==> src/rtl/adcsq_pkg.sv <==
`default_nettype none
package adcsq_pkg;
  // clock and timing
  localparam int CLK_NS = 10;            // pclk period, 100 MHz
  localparam int RC_TAD_NS = 4000;       // typical internal rc bit period
  localparam int RC_HALF_CYC = (RC_TAD_NS / 2 + CLK_NS - 1) / CLK_NS;
  localparam logic [7:0] HALF_DIV2 = 8'h01;   // half bit period, osc/2
  localparam logic [7:0] HALF_DIV8 = 8'h04;   // osc/8
  localparam logic [7:0] HALF_DIV32 = 8'h10;  // osc/32
  localparam logic [7:0] HALF_RC = 8'(RC_HALF_CYC);
  localparam int HALF_TICKS = 19;         // 9.5 bit periods in halves
  localparam logic [4:0] STEP_HOLD = 5'h02;   // last acquisition half tick
  localparam logic [4:0] STEP_LAST = 5'h12;   // final decision half tick
  localparam logic [7:0] DAC_FIRST = 8'h80;   // first trial code
  // apb map: register indices, byte address is four times the index
  localparam int APB_AW = 12;
  localparam logic [9:0] IDX_STATUS = 10'h00c;
  localparam logic [9:0] IDX_RESULT = 10'h01e;
  localparam logic [9:0] IDX_CTRL_A = 10'h01f;
  localparam logic [9:0] IDX_PINCFG = 10'h09f;
  // converter_control_a fields
  localparam int CS_MSB = 7;
  localparam int CS_LSB = 6;
  localparam int CH_MSB = 5;
  localparam int CH_LSB = 3;
  localparam int GO_BIT = 2;
  localparam int ON_BIT = 0;
  localparam int PC_MSB = 2;       // pin_config_field top bit
  localparam int DONE_BIT = 0;     // status: conversion_done_flag
  // reset values
  localparam logic [7:0] RESULT_RST = 8'h00;
  localparam logic [2:0] PINCFG_RST = 3'h0;
  localparam logic [2:0] CHSEL_RST = 3'h0;
  // compare unit special event trigger mode
  localparam logic [3:0] TRIG_MODE = 4'hb;
  // conversion clock choices
  typedef enum logic [1:0] {
    CS_OSC2 = 2'b00,
    CS_OSC8 = 2'b01,
    CS_OSC32 = 2'b10,
    CS_RC = 2'b11
  } adcsq_clksel_type;
  // converter sequencer states, one-hot
  typedef enum logic [1:0] {
    SAR_IDLE = 2'b01,
    SAR_RUN = 2'b10
  } adcsq_sar_state_type;
  // half bit period in pclk cycles for a clock choice
  function automatic logic [7:0] half_div(input adcsq_clksel_type sel);
    case (sel)
      CS_OSC2: half_div = HALF_DIV2;
      CS_OSC8: half_div = HALF_DIV8;
      CS_OSC32: half_div = HALF_DIV32;
      default: half_div = HALF_RC;
    endcase
  endfunction
endpackage
`default_nettype wire

==> src/rtl/adcsq_conv_if.sv <==
`default_nettype none
interface adcsq_conv_if;
  import adcsq_pkg::*;
  logic start;                    // begin a conversion, one cycle
  logic abort;                    // drop conversion, one cycle
  adcsq_clksel_type clk_sel;      // chosen conversion clock
  logic sleep;                    // device asleep
  logic comp;                     // latched comparator, 1 = input at or above trial
  logic busy;                     // conversion running
  logic done;                     // conversion finished, one cycle
  logic [7:0] result;             // final code, valid with done
  logic [7:0] dac;                // trial code to the analog side
  logic hold;                     // sample-and-hold in hold
  modport ctl (output start, abort, clk_sel, sleep, comp,
               input busy, done, result, dac, hold);
  modport sar (input start, abort, clk_sel, sleep, comp,
               output busy, done, result, dac, hold);
endinterface
`default_nettype wire

==> src/rtl/adcsq_sar.sv <==
`default_nettype none
module adcsq_sar (
  // clock and reset
  input wire logic pclk,
  input wire logic presetn,
  // control side
  adcsq_conv_if.sar cif
);
  import adcsq_pkg::*;

  adcsq_sar_state_type state_r;    // sequencer state
  adcsq_clksel_type sel_r;         // clock choice latched at start
  logic [7:0] half_cnt_r;          // pclk count inside a half period
  logic [4:0] step_r;              // half period index
  logic [7:0] dac_r;               // trial code
  logic [7:0] dac_nxt;
  logic hold_r;
  logic done_r;
  logic [7:0] result_r;
  logic clk_live;                  // conversion clock running
  logic tick;                      // end of one half period
  logic [2:0] bit_idx;             // bit decided at this step

  // osc clocks stop in sleep; only the rc clock keeps running
  assign clk_live = !cif.sleep || (sel_r == CS_RC);
  assign tick = (state_r == SAR_RUN) && clk_live && (half_cnt_r == half_div(sel_r) - 8'h01);
  assign bit_idx = 3'(5'h09 - (step_r >> 1));

  // one bit decision per bit period, msb first
  always_comb begin
    dac_nxt = dac_r;
    if (step_r == STEP_HOLD) begin
      dac_nxt = DAC_FIRST;
    end else if (step_r > STEP_HOLD + 5'h01 && !step_r[0]) begin
      if (!cif.comp) begin
        dac_nxt[bit_idx] = 1'b0;     // input below trial, drop the bit
      end
      if (bit_idx != 3'h0) begin
        dac_nxt[bit_idx - 3'h1] = 1'b1;
      end
    end
  end

  // state and timing; reset or abort drops any conversion
  always_ff @(posedge pclk or negedge presetn) begin
    if (!presetn) begin
      state_r <= SAR_IDLE;
      sel_r <= CS_OSC2;
      half_cnt_r <= 8'h00;
      step_r <= 5'h00;
      dac_r <= 8'h00;
      hold_r <= 1'b0;
      done_r <= 1'b0;
      result_r <= 8'h00;
    end else begin
      done_r <= 1'b0;
      case (state_r)
        SAR_IDLE: begin
          if (cif.start) begin
            // clock choice frozen so a mid-run write cannot skew timing
            sel_r <= cif.clk_sel;
            half_cnt_r <= 8'h00;
            step_r <= 5'h00;
            dac_r <= 8'h00;
            hold_r <= 1'b1;
            state_r <= SAR_RUN;
          end
        end
        SAR_RUN: begin
          if (cif.abort) begin
            hold_r <= 1'b0;
            state_r <= SAR_IDLE;
          end else if (clk_live) begin
            half_cnt_r <= tick ? 8'h00 : half_cnt_r + 8'h01;
            if (tick) begin
              dac_r <= dac_nxt;
              step_r <= step_r + 5'h01;
              // 19 half periods end the conversion
              if (step_r == STEP_LAST) begin
                result_r <= dac_nxt;
                done_r <= 1'b1;
                hold_r <= 1'b0;
                state_r <= SAR_IDLE;
              end
            end
          end
        end
        default: state_r <= SAR_IDLE;
      endcase
    end
  end

  assign cif.busy = (state_r == SAR_RUN);
  assign cif.done = done_r;
  assign cif.result = result_r;
  assign cif.dac = dac_r;
  assign cif.hold = hold_r;

  // checks: cycles spent per conversion
  logic [11:0] run_cyc_r;
  logic slept_r;
  always_ff @(posedge pclk or negedge presetn) begin
    if (!presetn) begin
      run_cyc_r <= 12'h000;
      slept_r <= 1'b0;
    end else if (state_r == SAR_IDLE && cif.start) begin
      run_cyc_r <= 12'h000;
      slept_r <= 1'b0;
    end else if (state_r == SAR_RUN) begin
      run_cyc_r <= run_cyc_r + 12'h001;
      slept_r <= slept_r | cif.sleep;
    end
  end
endmodule // adcsq_sar
`default_nettype wire

==> src/rtl/adcsq_top.sv <==
// The APB slave port is this design's own decision.
`default_nettype none
module adcsq_top (
  // clock and reset
  input wire logic pclk,
  input wire logic presetn,
  // apb slave
  input wire logic psel,
  input wire logic penable,
  input wire logic pwrite,
  input wire logic [adcsq_pkg::APB_AW-1:0] paddr,
  input wire logic [31:0] pwdata,
  output logic [31:0] prdata,
  output logic pready,
  output logic pslverr,
  // device side, same clock
  input wire logic device_sleep,
  input wire logic [3:0] compare_unit_mode_field,
  input wire logic special_trigger,
  output logic conversion_done_flag,
  // analog side
  input wire logic comparator_in,
  output logic converter_power,
  output logic ref_external,
  output logic [3:0] pin_analog,
  output logic [1:0] channel_route,
  output logic channel_enable,
  output logic sample_hold,
  output logic [7:0] dac_code
);
  import adcsq_pkg::*;

  adcsq_conv_if cif ();

  // converter_control_a fields
  adcsq_clksel_type conv_clock_select_r;
  logic [2:0] channel_select_r;
  logic go_r;                      // conversion status
  logic converter_on_r;
  // other registers
  logic [2:0] pin_config_field_r;
  logic [7:0] result_byte_r;
  logic done_flag_r;
  // apb answer
  logic [31:0] prdata_r;
  logic pready_r;
  logic pslverr_r;
  // pin side outputs
  logic ref_ext_r;
  logic [3:0] pin_analog_r;
  logic [1:0] ch_route_r;
  logic ch_en_r;
  // comparator latch
  logic comp_latch_r;

  logic [9:0] reg_idx;
  logic mapped;
  logic wr_commit;
  logic wr_ctrl;
  logic wr_status;
  logic wr_pincfg;
  logic sw_start;
  logic hw_start;
  logic stop;
  logic start_req;
  logic [31:0] rd_mux;

  // register index from a byte address; unaligned low bits ignored
  function automatic logic [9:0] idx_of(input logic [APB_AW-1:0] a);
    idx_of = a[APB_AW-1:2];
  endfunction

  // known register check, used for decode and error answer
  function automatic logic is_mapped(input logic [9:0] i);
    is_mapped = (i == IDX_STATUS) || (i == IDX_RESULT) || (i == IDX_CTRL_A) ||
                (i == IDX_PINCFG);
  endfunction

  // analog mask and reference from the pin config field
  function automatic logic [4:0] pin_decode(input logic [2:0] pc);
    logic [4:0] r;
    r = 5'h00;
    if (pc[PC_MSB]) begin
      case (pc[1:0])
        2'b00: r = {1'b0, 4'b1011};     // pin 2 digital, supply reference
        2'b01: r = {1'b1, 4'b1011};     // pin 2 digital, pin 3 reference
        default: r = {1'b0, 4'b0000};   // all digital, supply reference
      endcase
    end else begin
      r = {pc[0], 4'b1111};             // all analog, pin 3 ref when bit 0
    end
    pin_decode = r;
  endfunction

  assign reg_idx = idx_of(paddr);
  assign mapped = is_mapped(reg_idx);
  // a write lands only at the edge where pready is seen high
  assign wr_commit = psel && penable && pready_r && pwrite && mapped;
  assign wr_ctrl = wr_commit && (reg_idx == IDX_CTRL_A);
  assign wr_status = wr_commit && (reg_idx == IDX_STATUS);
  assign wr_pincfg = wr_commit && (reg_idx == IDX_PINCFG);

  // go only honoured if already on; same-write enable is ignored
  assign sw_start = wr_ctrl && pwdata[GO_BIT] && converter_on_r;
  // special event trigger only while on, otherwise dropped
  assign hw_start = special_trigger && (compare_unit_mode_field == TRIG_MODE) &&
                    converter_on_r;
  // switching off aborts a running conversion
  assign stop = wr_ctrl && !pwdata[ON_BIT];
  // a new start in the finishing cycle wins over the hardware clear
  assign start_req = (sw_start || hw_start) && (!go_r || cif.done) && !stop;

  // read mux; bit 1 of control and unused bits read zero
  always_comb begin
    rd_mux = 32'h0000_0000;
    case (reg_idx)
      IDX_CTRL_A: begin
        rd_mux[CS_MSB:CS_LSB] = conv_clock_select_r;
        rd_mux[CH_MSB:CH_LSB] = channel_select_r;
        rd_mux[GO_BIT] = go_r;
        rd_mux[ON_BIT] = converter_on_r;
      end
      IDX_PINCFG: rd_mux[PC_MSB:0] = pin_config_field_r;
      IDX_RESULT: rd_mux[7:0] = result_byte_r;
      IDX_STATUS: rd_mux[DONE_BIT] = done_flag_r;
      default: rd_mux = 32'h0000_0000;
    endcase
  end

  // apb answer: one wait cycle, then pready with data for one cycle
  always_ff @(posedge pclk or negedge presetn) begin
    if (!presetn) begin
      pready_r <= 1'b0;
      prdata_r <= 32'h0000_0000;
      pslverr_r <= 1'b0;
    end else if (psel && penable && !pready_r) begin
      pready_r <= 1'b1;
      prdata_r <= pwrite ? 32'h0000_0000 : rd_mux;
      pslverr_r <= !mapped;            // unmapped index answers with error
    end else begin
      pready_r <= 1'b0;
      prdata_r <= 32'h0000_0000;
      pslverr_r <= 1'b0;
    end
  end

  // control fields; reset leaves off, channel 0, osc/2
  always_ff @(posedge pclk or negedge presetn) begin
    if (!presetn) begin
      conv_clock_select_r <= CS_OSC2;
      channel_select_r <= CHSEL_RST;
      converter_on_r <= 1'b0;
    end else if (wr_ctrl) begin
      conv_clock_select_r <= adcsq_clksel_type'(pwdata[CS_MSB:CS_LSB]);
      channel_select_r <= pwdata[CH_MSB:CH_LSB];
      converter_on_r <= pwdata[ON_BIT];
    end
  end

  // conversion status: set by start, cleared by completion
  always_ff @(posedge pclk or negedge presetn) begin
    if (!presetn) begin
      go_r <= 1'b0;
    end else if (stop) begin
      go_r <= 1'b0;
    end else if (start_req) begin
      go_r <= 1'b1;
    end else if (cif.done) begin
      go_r <= 1'b0;                    // software polls for this
    end
  end

  // pin config register
  always_ff @(posedge pclk or negedge presetn) begin
    if (!presetn) begin
      pin_config_field_r <= PINCFG_RST;
    end else if (wr_pincfg) begin
      pin_config_field_r <= pwdata[PC_MSB:0];
    end
  end

  // result byte loads at completion
  always_ff @(posedge pclk or negedge presetn) begin
    if (!presetn) begin
      result_byte_r <= RESULT_RST;
    end else if (cif.done) begin
      result_byte_r <= cif.result;
    end
  end

  // done flag: write one clears, a completion in the same cycle wins
  always_ff @(posedge pclk or negedge presetn) begin
    if (!presetn) begin
      done_flag_r <= 1'b0;
    end else if (cif.done) begin
      done_flag_r <= 1'b1;
    end else if (wr_status && pwdata[DONE_BIT]) begin
      done_flag_r <= 1'b0;
    end
  end

  // pin side outputs, registered; reserved channel codes disable the mux
  always_ff @(posedge pclk or negedge presetn) begin
    if (!presetn) begin
      ref_ext_r <= 1'b0;
      pin_analog_r <= 4'hf;
      ch_route_r <= 2'h0;
      ch_en_r <= 1'b0;
    end else begin
      {ref_ext_r, pin_analog_r} <= pin_decode(pin_config_field_r);
      ch_route_r <= channel_select_r[1:0];
      ch_en_r <= converter_on_r && !channel_select_r[2];
    end
  end

  // comparator answers our own registered trial code, so it is strobed on pclk;
  // a two-flop stage would lag past a whole osc/2 bit period and skew decisions
  always_ff @(posedge pclk or negedge presetn) begin
    if (!presetn) begin
      comp_latch_r <= 1'b0;
    end else begin
      comp_latch_r <= comparator_in;
    end
  end

  // sequencer hookup
  assign cif.start = start_req;
  assign cif.abort = stop;
  assign cif.clk_sel = conv_clock_select_r;
  assign cif.sleep = device_sleep;
  assign cif.comp = comp_latch_r;

  adcsq_sar u_sar (
    .pclk(pclk),
    .presetn(presetn),
    .cif(cif)
  );

  // outputs straight from flops
  assign prdata = prdata_r;
  assign pready = pready_r;
  assign pslverr = pslverr_r;
  assign conversion_done_flag = done_flag_r;
  assign converter_power = converter_on_r;   // off draws no current
  assign ref_external = ref_ext_r;
  assign pin_analog = pin_analog_r;
  assign channel_route = ch_route_r;
  assign channel_enable = ch_en_r;
  assign sample_hold = cif.hold;
  assign dac_code = cif.dac;
endmodule // adcsq_top
`default_nettype wire

==> config.mk <==
export PLATFORM = sky130hd
export DESIGN_NAME = adcsq_top
export DESIGN_NICKNAME = d
export VERILOG_FILES = /design/src/rtl/adcsq_pkg.sv /design/src/rtl/adcsq_conv_if.sv /design/src/rtl/adcsq_sar.sv /design/src/rtl/adcsq_top.sv
export SDC_FILE = /design/constraint.sdc
export NUM_CORES = 1
export LEC_CHECK = 0
export BUFFER_PORTS_ARGS = -buffer_cell sky130_fd_sc_hd__buf_2
export CAP_MARGIN = 15
export CORE_MARGIN = 5
export CORE_UTILIZATION = 40
export DETAILED_ROUTE_END_ITERATION = 8
export PLACE_DENSITY = 0.73
export SLEW_MARGIN = 30
export SYNTH_ARGS = -nofsm -noshare
export SYNTH_HDL_FRONTEND = slang
export SYNTH_SLANG_ARGS = --single-unit
==> constraint.sdc <==
create_clock -name pclk -period 4.8 [get_ports pclk]
set_input_delay 0.24 -clock pclk [delete_from_list [all_inputs] [get_ports pclk]]
set_output_delay 0.24 -clock pclk [all_outputs]
set_load 0.01 [all_outputs]
Yosys cells after proc, flatten, opt, wreduce, memory -nomap -nowiden --
Cells that the tools add are included.
Storage, ports and cells: flip-flop bits (word level) 97, bits in latches 0, memory bits (writable) 0, memory bits (read-only) 0, input port bits 56, output and inout port bits 53, logic and storage cells 163, memories 0
Cells by class: add/sub/neg operators 5, multiply operators 0, div/mod/pow operators 0, order comparisons 5, eq/ne operators 21, shift-type cells 0, multiplexer cells 57, bitwise logic cells 4, reductions and logical operators 48
Operators with widths (number):
- $mux W8 | 15
- $pmux W8 S2 | 2
- $pmux W5 S2 | 3
- $mux W5 | 5
- $pmux W8 S3 | 1
- $logic_and A1 B1 Y1 | 22
- $eq A10 B5 Y1 const B | 2
- $mux W1 | 19
- $reduce_and A5 Y1 | 3
- $eq A10 B4 Y1 const B | 1
- $eq A10 B8 Y1 const B | 1
- $mux W2 | 5
- $ne A3 B1 Y1 const B | 3
- $add A8 B1 Y8 const B | 1
- $and A8 B8 Y8 | 1
- $eq A8 B8 Y1 | 1
- $logic_not A1 Y1 | 8
- $lt A3 B4 Y1 const B | 2
- $not A8 Y8 | 1
- $or A8 B8 Y8 | 1
- $reduce_and A4 Y1 | 2
- $sub A8 B1 Y8 const B | 1
- $demux W1 S3 | 2
- $eq A2 B1 Y1 const B | 3
- other kinds (21) | 35

Logic depth before layout (Yosys ltp) --
depth in word-level cells 18, mapped depth 10, depth with buffers taken out 9

By module --
Synthesis repeated with hierarchy kept, for this count alone.
Unflattened totals: cells, all modules 369, area total of the unflattened synthesis 3931.3 µm²
By module, submodules not included:
- adcsq_sar | instances 1, cells each 229, area each 2260.9 µm²
- adcsq_top | instances 1, cells each 140, area each 1670.4 µm²

Worst setup path before layout --
OpenSTA, ideal clock, no wires.
path kind reg2reg, start point register u_sar.sel_r[1], end point register u_sar.result_r[0] (netlist: u_sar.cif.result[0]), arrival 2372 ps, required time 4675 ps, slack 2303 ps, cell stages (with the launch flop) 7, path buffers 0, clock period less this slack 2497 ps, cells stage by stage dfrtp_1 or4_1 a21o_1 a2111oi_4 nand4_2 nor2_4 mux2_2
Between the ends: cells in the longest elaborated chain, start to end 6, elaborated cells between the ends (all ways) 11, those cells by class 1 x add/sub; 4 x eq/ne; 1 x mux; 5 x reduce/logical
RTL lines:
- start: declaration | line adcsq_sar.sv:12 | adcsq_clksel_type sel_r;
- start signal: assignment | line adcsq_sar.sv:61 | sel_r <= cif.clk_sel;
- $eq A2 B2 Y1, or another cell as far along | line adcsq_pkg.sv:50 | case (sel)
- $pmux W8 S3 | line adcsq_pkg.sv:50
- $sub A8 B1 Y8 | line adcsq_sar.sv:26 | assign tick = (state_r == SAR_RUN) && clk_live && (half_cnt_r == half_div(sel_r) - 8'h01);
- $eq A8 B8 Y1 | line adcsq_sar.sv:26
- $logic_and A1 B1 Y1 | line adcsq_sar.sv:26
- $reduce_and A5 Y1 (no line) *
- end signal: assignment | line adcsq_sar.sv:80 | result_r <= dac_nxt;
- end: declaration | line adcsq_sar.sv:19 | logic [7:0] result_r;
Mark *: on every way between the ends. The rest lies on a longest branch, timed or not. A chain may end at the register's enable or synchronous reset.

Worst setup path after layout --
start point register u_sar.state_r[0], end point register u_sar.result_r[1] (netlist: u_sar.cif.result[1])
Between the ends: cells in the longest elaborated chain, start to end 4
RTL lines:
- start: declaration | line adcsq_sar.sv:11 | adcsq_sar_state_type state_r;
- start signal: assignment | line adcsq_sar.sv:47 | state_r <= SAR_IDLE;
- start signal: assignment | line adcsq_sar.sv:66 | state_r <= SAR_RUN;
- start signal: assignment | line adcsq_sar.sv:72 | state_r <= SAR_IDLE;
- $eq A2 B2 Y1 * | line adcsq_sar.sv:26, adcsq_sar.sv:57
- $logic_and A1 B1 Y1 (2 in series) | line adcsq_sar.sv:26
- $reduce_and A5 Y1 (no line) *
Marked as above.

==> results.json <==
{
  "drc_errors": 0,
  "place_ws_ps": 1770,
  "leakage_nw": 2.05,
  "cap_violations": 0,
  "fin_ws_ps": 1940,
  "clk_pin_slew_ps": 80,
  "r2r_start": "u_sar.state_r[0]",
  "finalHoldViolations": 16,
  "clk_latency_ps": 350,
  "dieWidth_um": 107,
  "fin_hold_ws_ps": -10.9,
  "synthesis.area_sq_mm": 0.00379,
  "cts_resized": 0,
  "ys_warn_count": 0,
  "synth_ff_type": "dfrtp_1",
  "outcome": "finished with violations",
  "final_common_cell": "dfrtp_1",
  "final_nets": 486,
  "ctsHtreeMaxLevel": 3,
  "yosys.area.top_type_share": 0.448,
  "track_usage": 0.145,
  "grt_pass1_wl_um": 13300,
  "hold_path_class": "in -> async",
  "drive_gt1_frac": 0.277,
  "tritoncts": "done",
  "slew_viol_final": 0,
  "skew_ps": 7.57,
  "antenna_found_initial": 0,
  "power.density_mw_per_mm2": 264,
  "violations": "negative hold slack",
  "grt_pass1_vias": 2699,
  "ys_seq_elements": 71,
  "cts_root_buffer": "clkbuf_8",
  "syn_avg_cell_area_sq_um": 10.5,
  "diodes": 0,
  "fp.dieH_um": 107,
  "synth_cells": 362,
  "synth_cell_types": 62,
  "period_minus_slack_ps": 2860,
  "avgViaCountPerCell": 5.14,
  "vias": 2839,
  "grt_max_degree": 72,
  "setup_viol": 0,
  "cp.required_ps": 5030,
  "routedWlPerCell_um": 15.1,
  "r2r_setup_slack_ps": 1940,
  "startpoint": "u_sar.state_r[0]",
  "gr-total-overflow": 0,
  "ant_nets": 0,
  "setup_tns_ps": 0,
  "pin_count": 109,
  "clock_tree.buffer_depth": 2,
  "num_rows": 35,
  "synthTopCellsByArea": "dfrtp_1 (45%), mux2_2 (7.1%), buf_4 (5.5%), ha_1 (4.0%), o21ai_0 (3.4%)",
  "start_util": 0.411,
  "crit_type": "reg -> reg",
  "cts.sink_count": 71,
  "end_kind": "flop",
  "dieArea_sq_mm": 0.0115,
  "hpwl_um": 6180,
  "synth-edff-count": 0,
  "rsz0062_at_grt": "no",
  "cts-buffers-inserted": 9,
  "wirelength_um": 8350,
  "yosysSeqAreaShare": 0.469,
  "layout_common_cells": "dfrtp_1 (68), buf_2 (58), o21ai_0 (26)",
  "worst_slew_pin_slew_ps": 798,
  "drt_iter0_markers": 216,
  "syn_to_final_growth_pct": 13.1,
  "gp_congestion": 0.876,
  "worst_setup_path_start_kind": "flop",
  "portBuffers": 58,
  "yosys.area.top_type": "dfrtp_1",
  "coreArea_sq_mm": 0.00924,
  "dr.pass1.iters": 5,
  "wl_met2_um": 4070,
  "critPathArrivalTime_ps": 3090,
  "max-vdd-ir-drop_v": 0.000167,
  "top_layer_used": "met4",
  "wl_met3_um": 485,
  "finalCritPeriodShare": 0.596,
  "cp_max_fo": 18,
  "synthArstFlopShare": 1.00,
  "wl_met1_um": 3710,
  "fmax_mhz": 349,
  "slew_headroom": 0.468
}
[flip-flops by register name, summed over array words and instances, names as in the netlist, 2 cells and up]
| name | cells |
|---|---|
| u_sar.cif.dac | 8 |
| prdata | 8 |
| u_sar.cif.result | 8 |
| channel_route | 2 |
| u_sar.step_r | 5 |
| u_sar.state_r | 2 |
| pin_analog | 2 |
| u_sar.half_cnt_r | 8 |
| pin_config_field_r | 3 |
| result_byte_r | 8 |
| channel_select_r | 3 |
| u_sar.sel_r | 2 |
| cif.clk_sel | 2 |
[stage by stage]
step	power (mW)	util	cells	cell area, sq um
2_1_floorplan	0.642	-	385	3880
3_3_place_gp	0.656	0.441	535	4080
3_5_place_dp	0.657	0.441	535	4080
4_1_cts	1.14	0.464	552	4290
5_1_grt	1.17	0.464	552	4290
6_report	1.13	0.464	552	4290
[layout make-up]
cell class	count	area [sq um]
Multi-Input combinational cell	264	1790
Tap cell	129	161
Inverter	12	45.0
Fill cell	883	4950
Clock buffer	12	155
Sequential cell	71	1780
Clock inverter	4	45.0
Timing Repair Buffer	60	312
[report_power, final]
| group | total (mW) | internal [mW] | switching (mW) |
|---|---|---|---|
| clock | 0.486 | 0.266 | 0.220 |
| sequential | 0.601 | 0.600 | 0.00147 |
| combinational | 0.0447 | 0.0136 | 0.0312 |
| total | 1.13 | 0.879 | 0.252 |
[cell usage after synthesis (all sizes together) (8+ instances only)]
library cell,n
dfrtp,68
buf,32
ha,12
nand2b,8
mux2,24
inv,12
nand3,12
o21ai,27
nor2,25
nor2b,8
nand2,25
[final timing paths]
path                            depth (start not counted)             endpoint
worst max-delay path                                    7  u_sar.cif.result[1]
worst min-delay path                                    2     channel_route[0]
max in group asynchronous                               2  u_sar.cif.result[2]
worst max register to register                          7  u_sar.cif.result[1]
min in group pclk                                       2  channel_select_r[0]
worst min register to register                          0     channel_route[1]
[per-layer routing]
metal	vias up	global-route usage
met2	75	0.223
met3	6	0.0354
met4	0	0.0433
met1	1384	0.201
li1	1374	-
met5	-	0
[cells by family (layout without fill, tap and decap cells)]
logic type	Yosys count	count (layout)	synth area share
AO/OA/AOI/OAI	81	81	0.149
flip-flops	71	71	0.469
buffers and inverters	50	88	0.0814
XOR/XNOR	1	1	0.00231
adder cells (fa/ha/maj)	12	12	0.0396
multiplexers	25	25	0.0739
other	1	24	0.000988
AND/OR/NAND/NOR	121	121	0.183
[critical path, stage by stage (launching register included)]
cell and delay, ps:
dfstp_2 380, inv_1 70, ha_1 530, nand4_1 240, a2111oi_4 640, nand4_2 230
nor2_4 280, mux2_2 370
[repair_timing]
item | 4_1_cts | 5_1_grt
hold buffers | 1 | 0
hold endpoints to repair | 1 | 0
setup buffers | 0 | 0
Note: power is estimated with default switching activity, not from simulation.
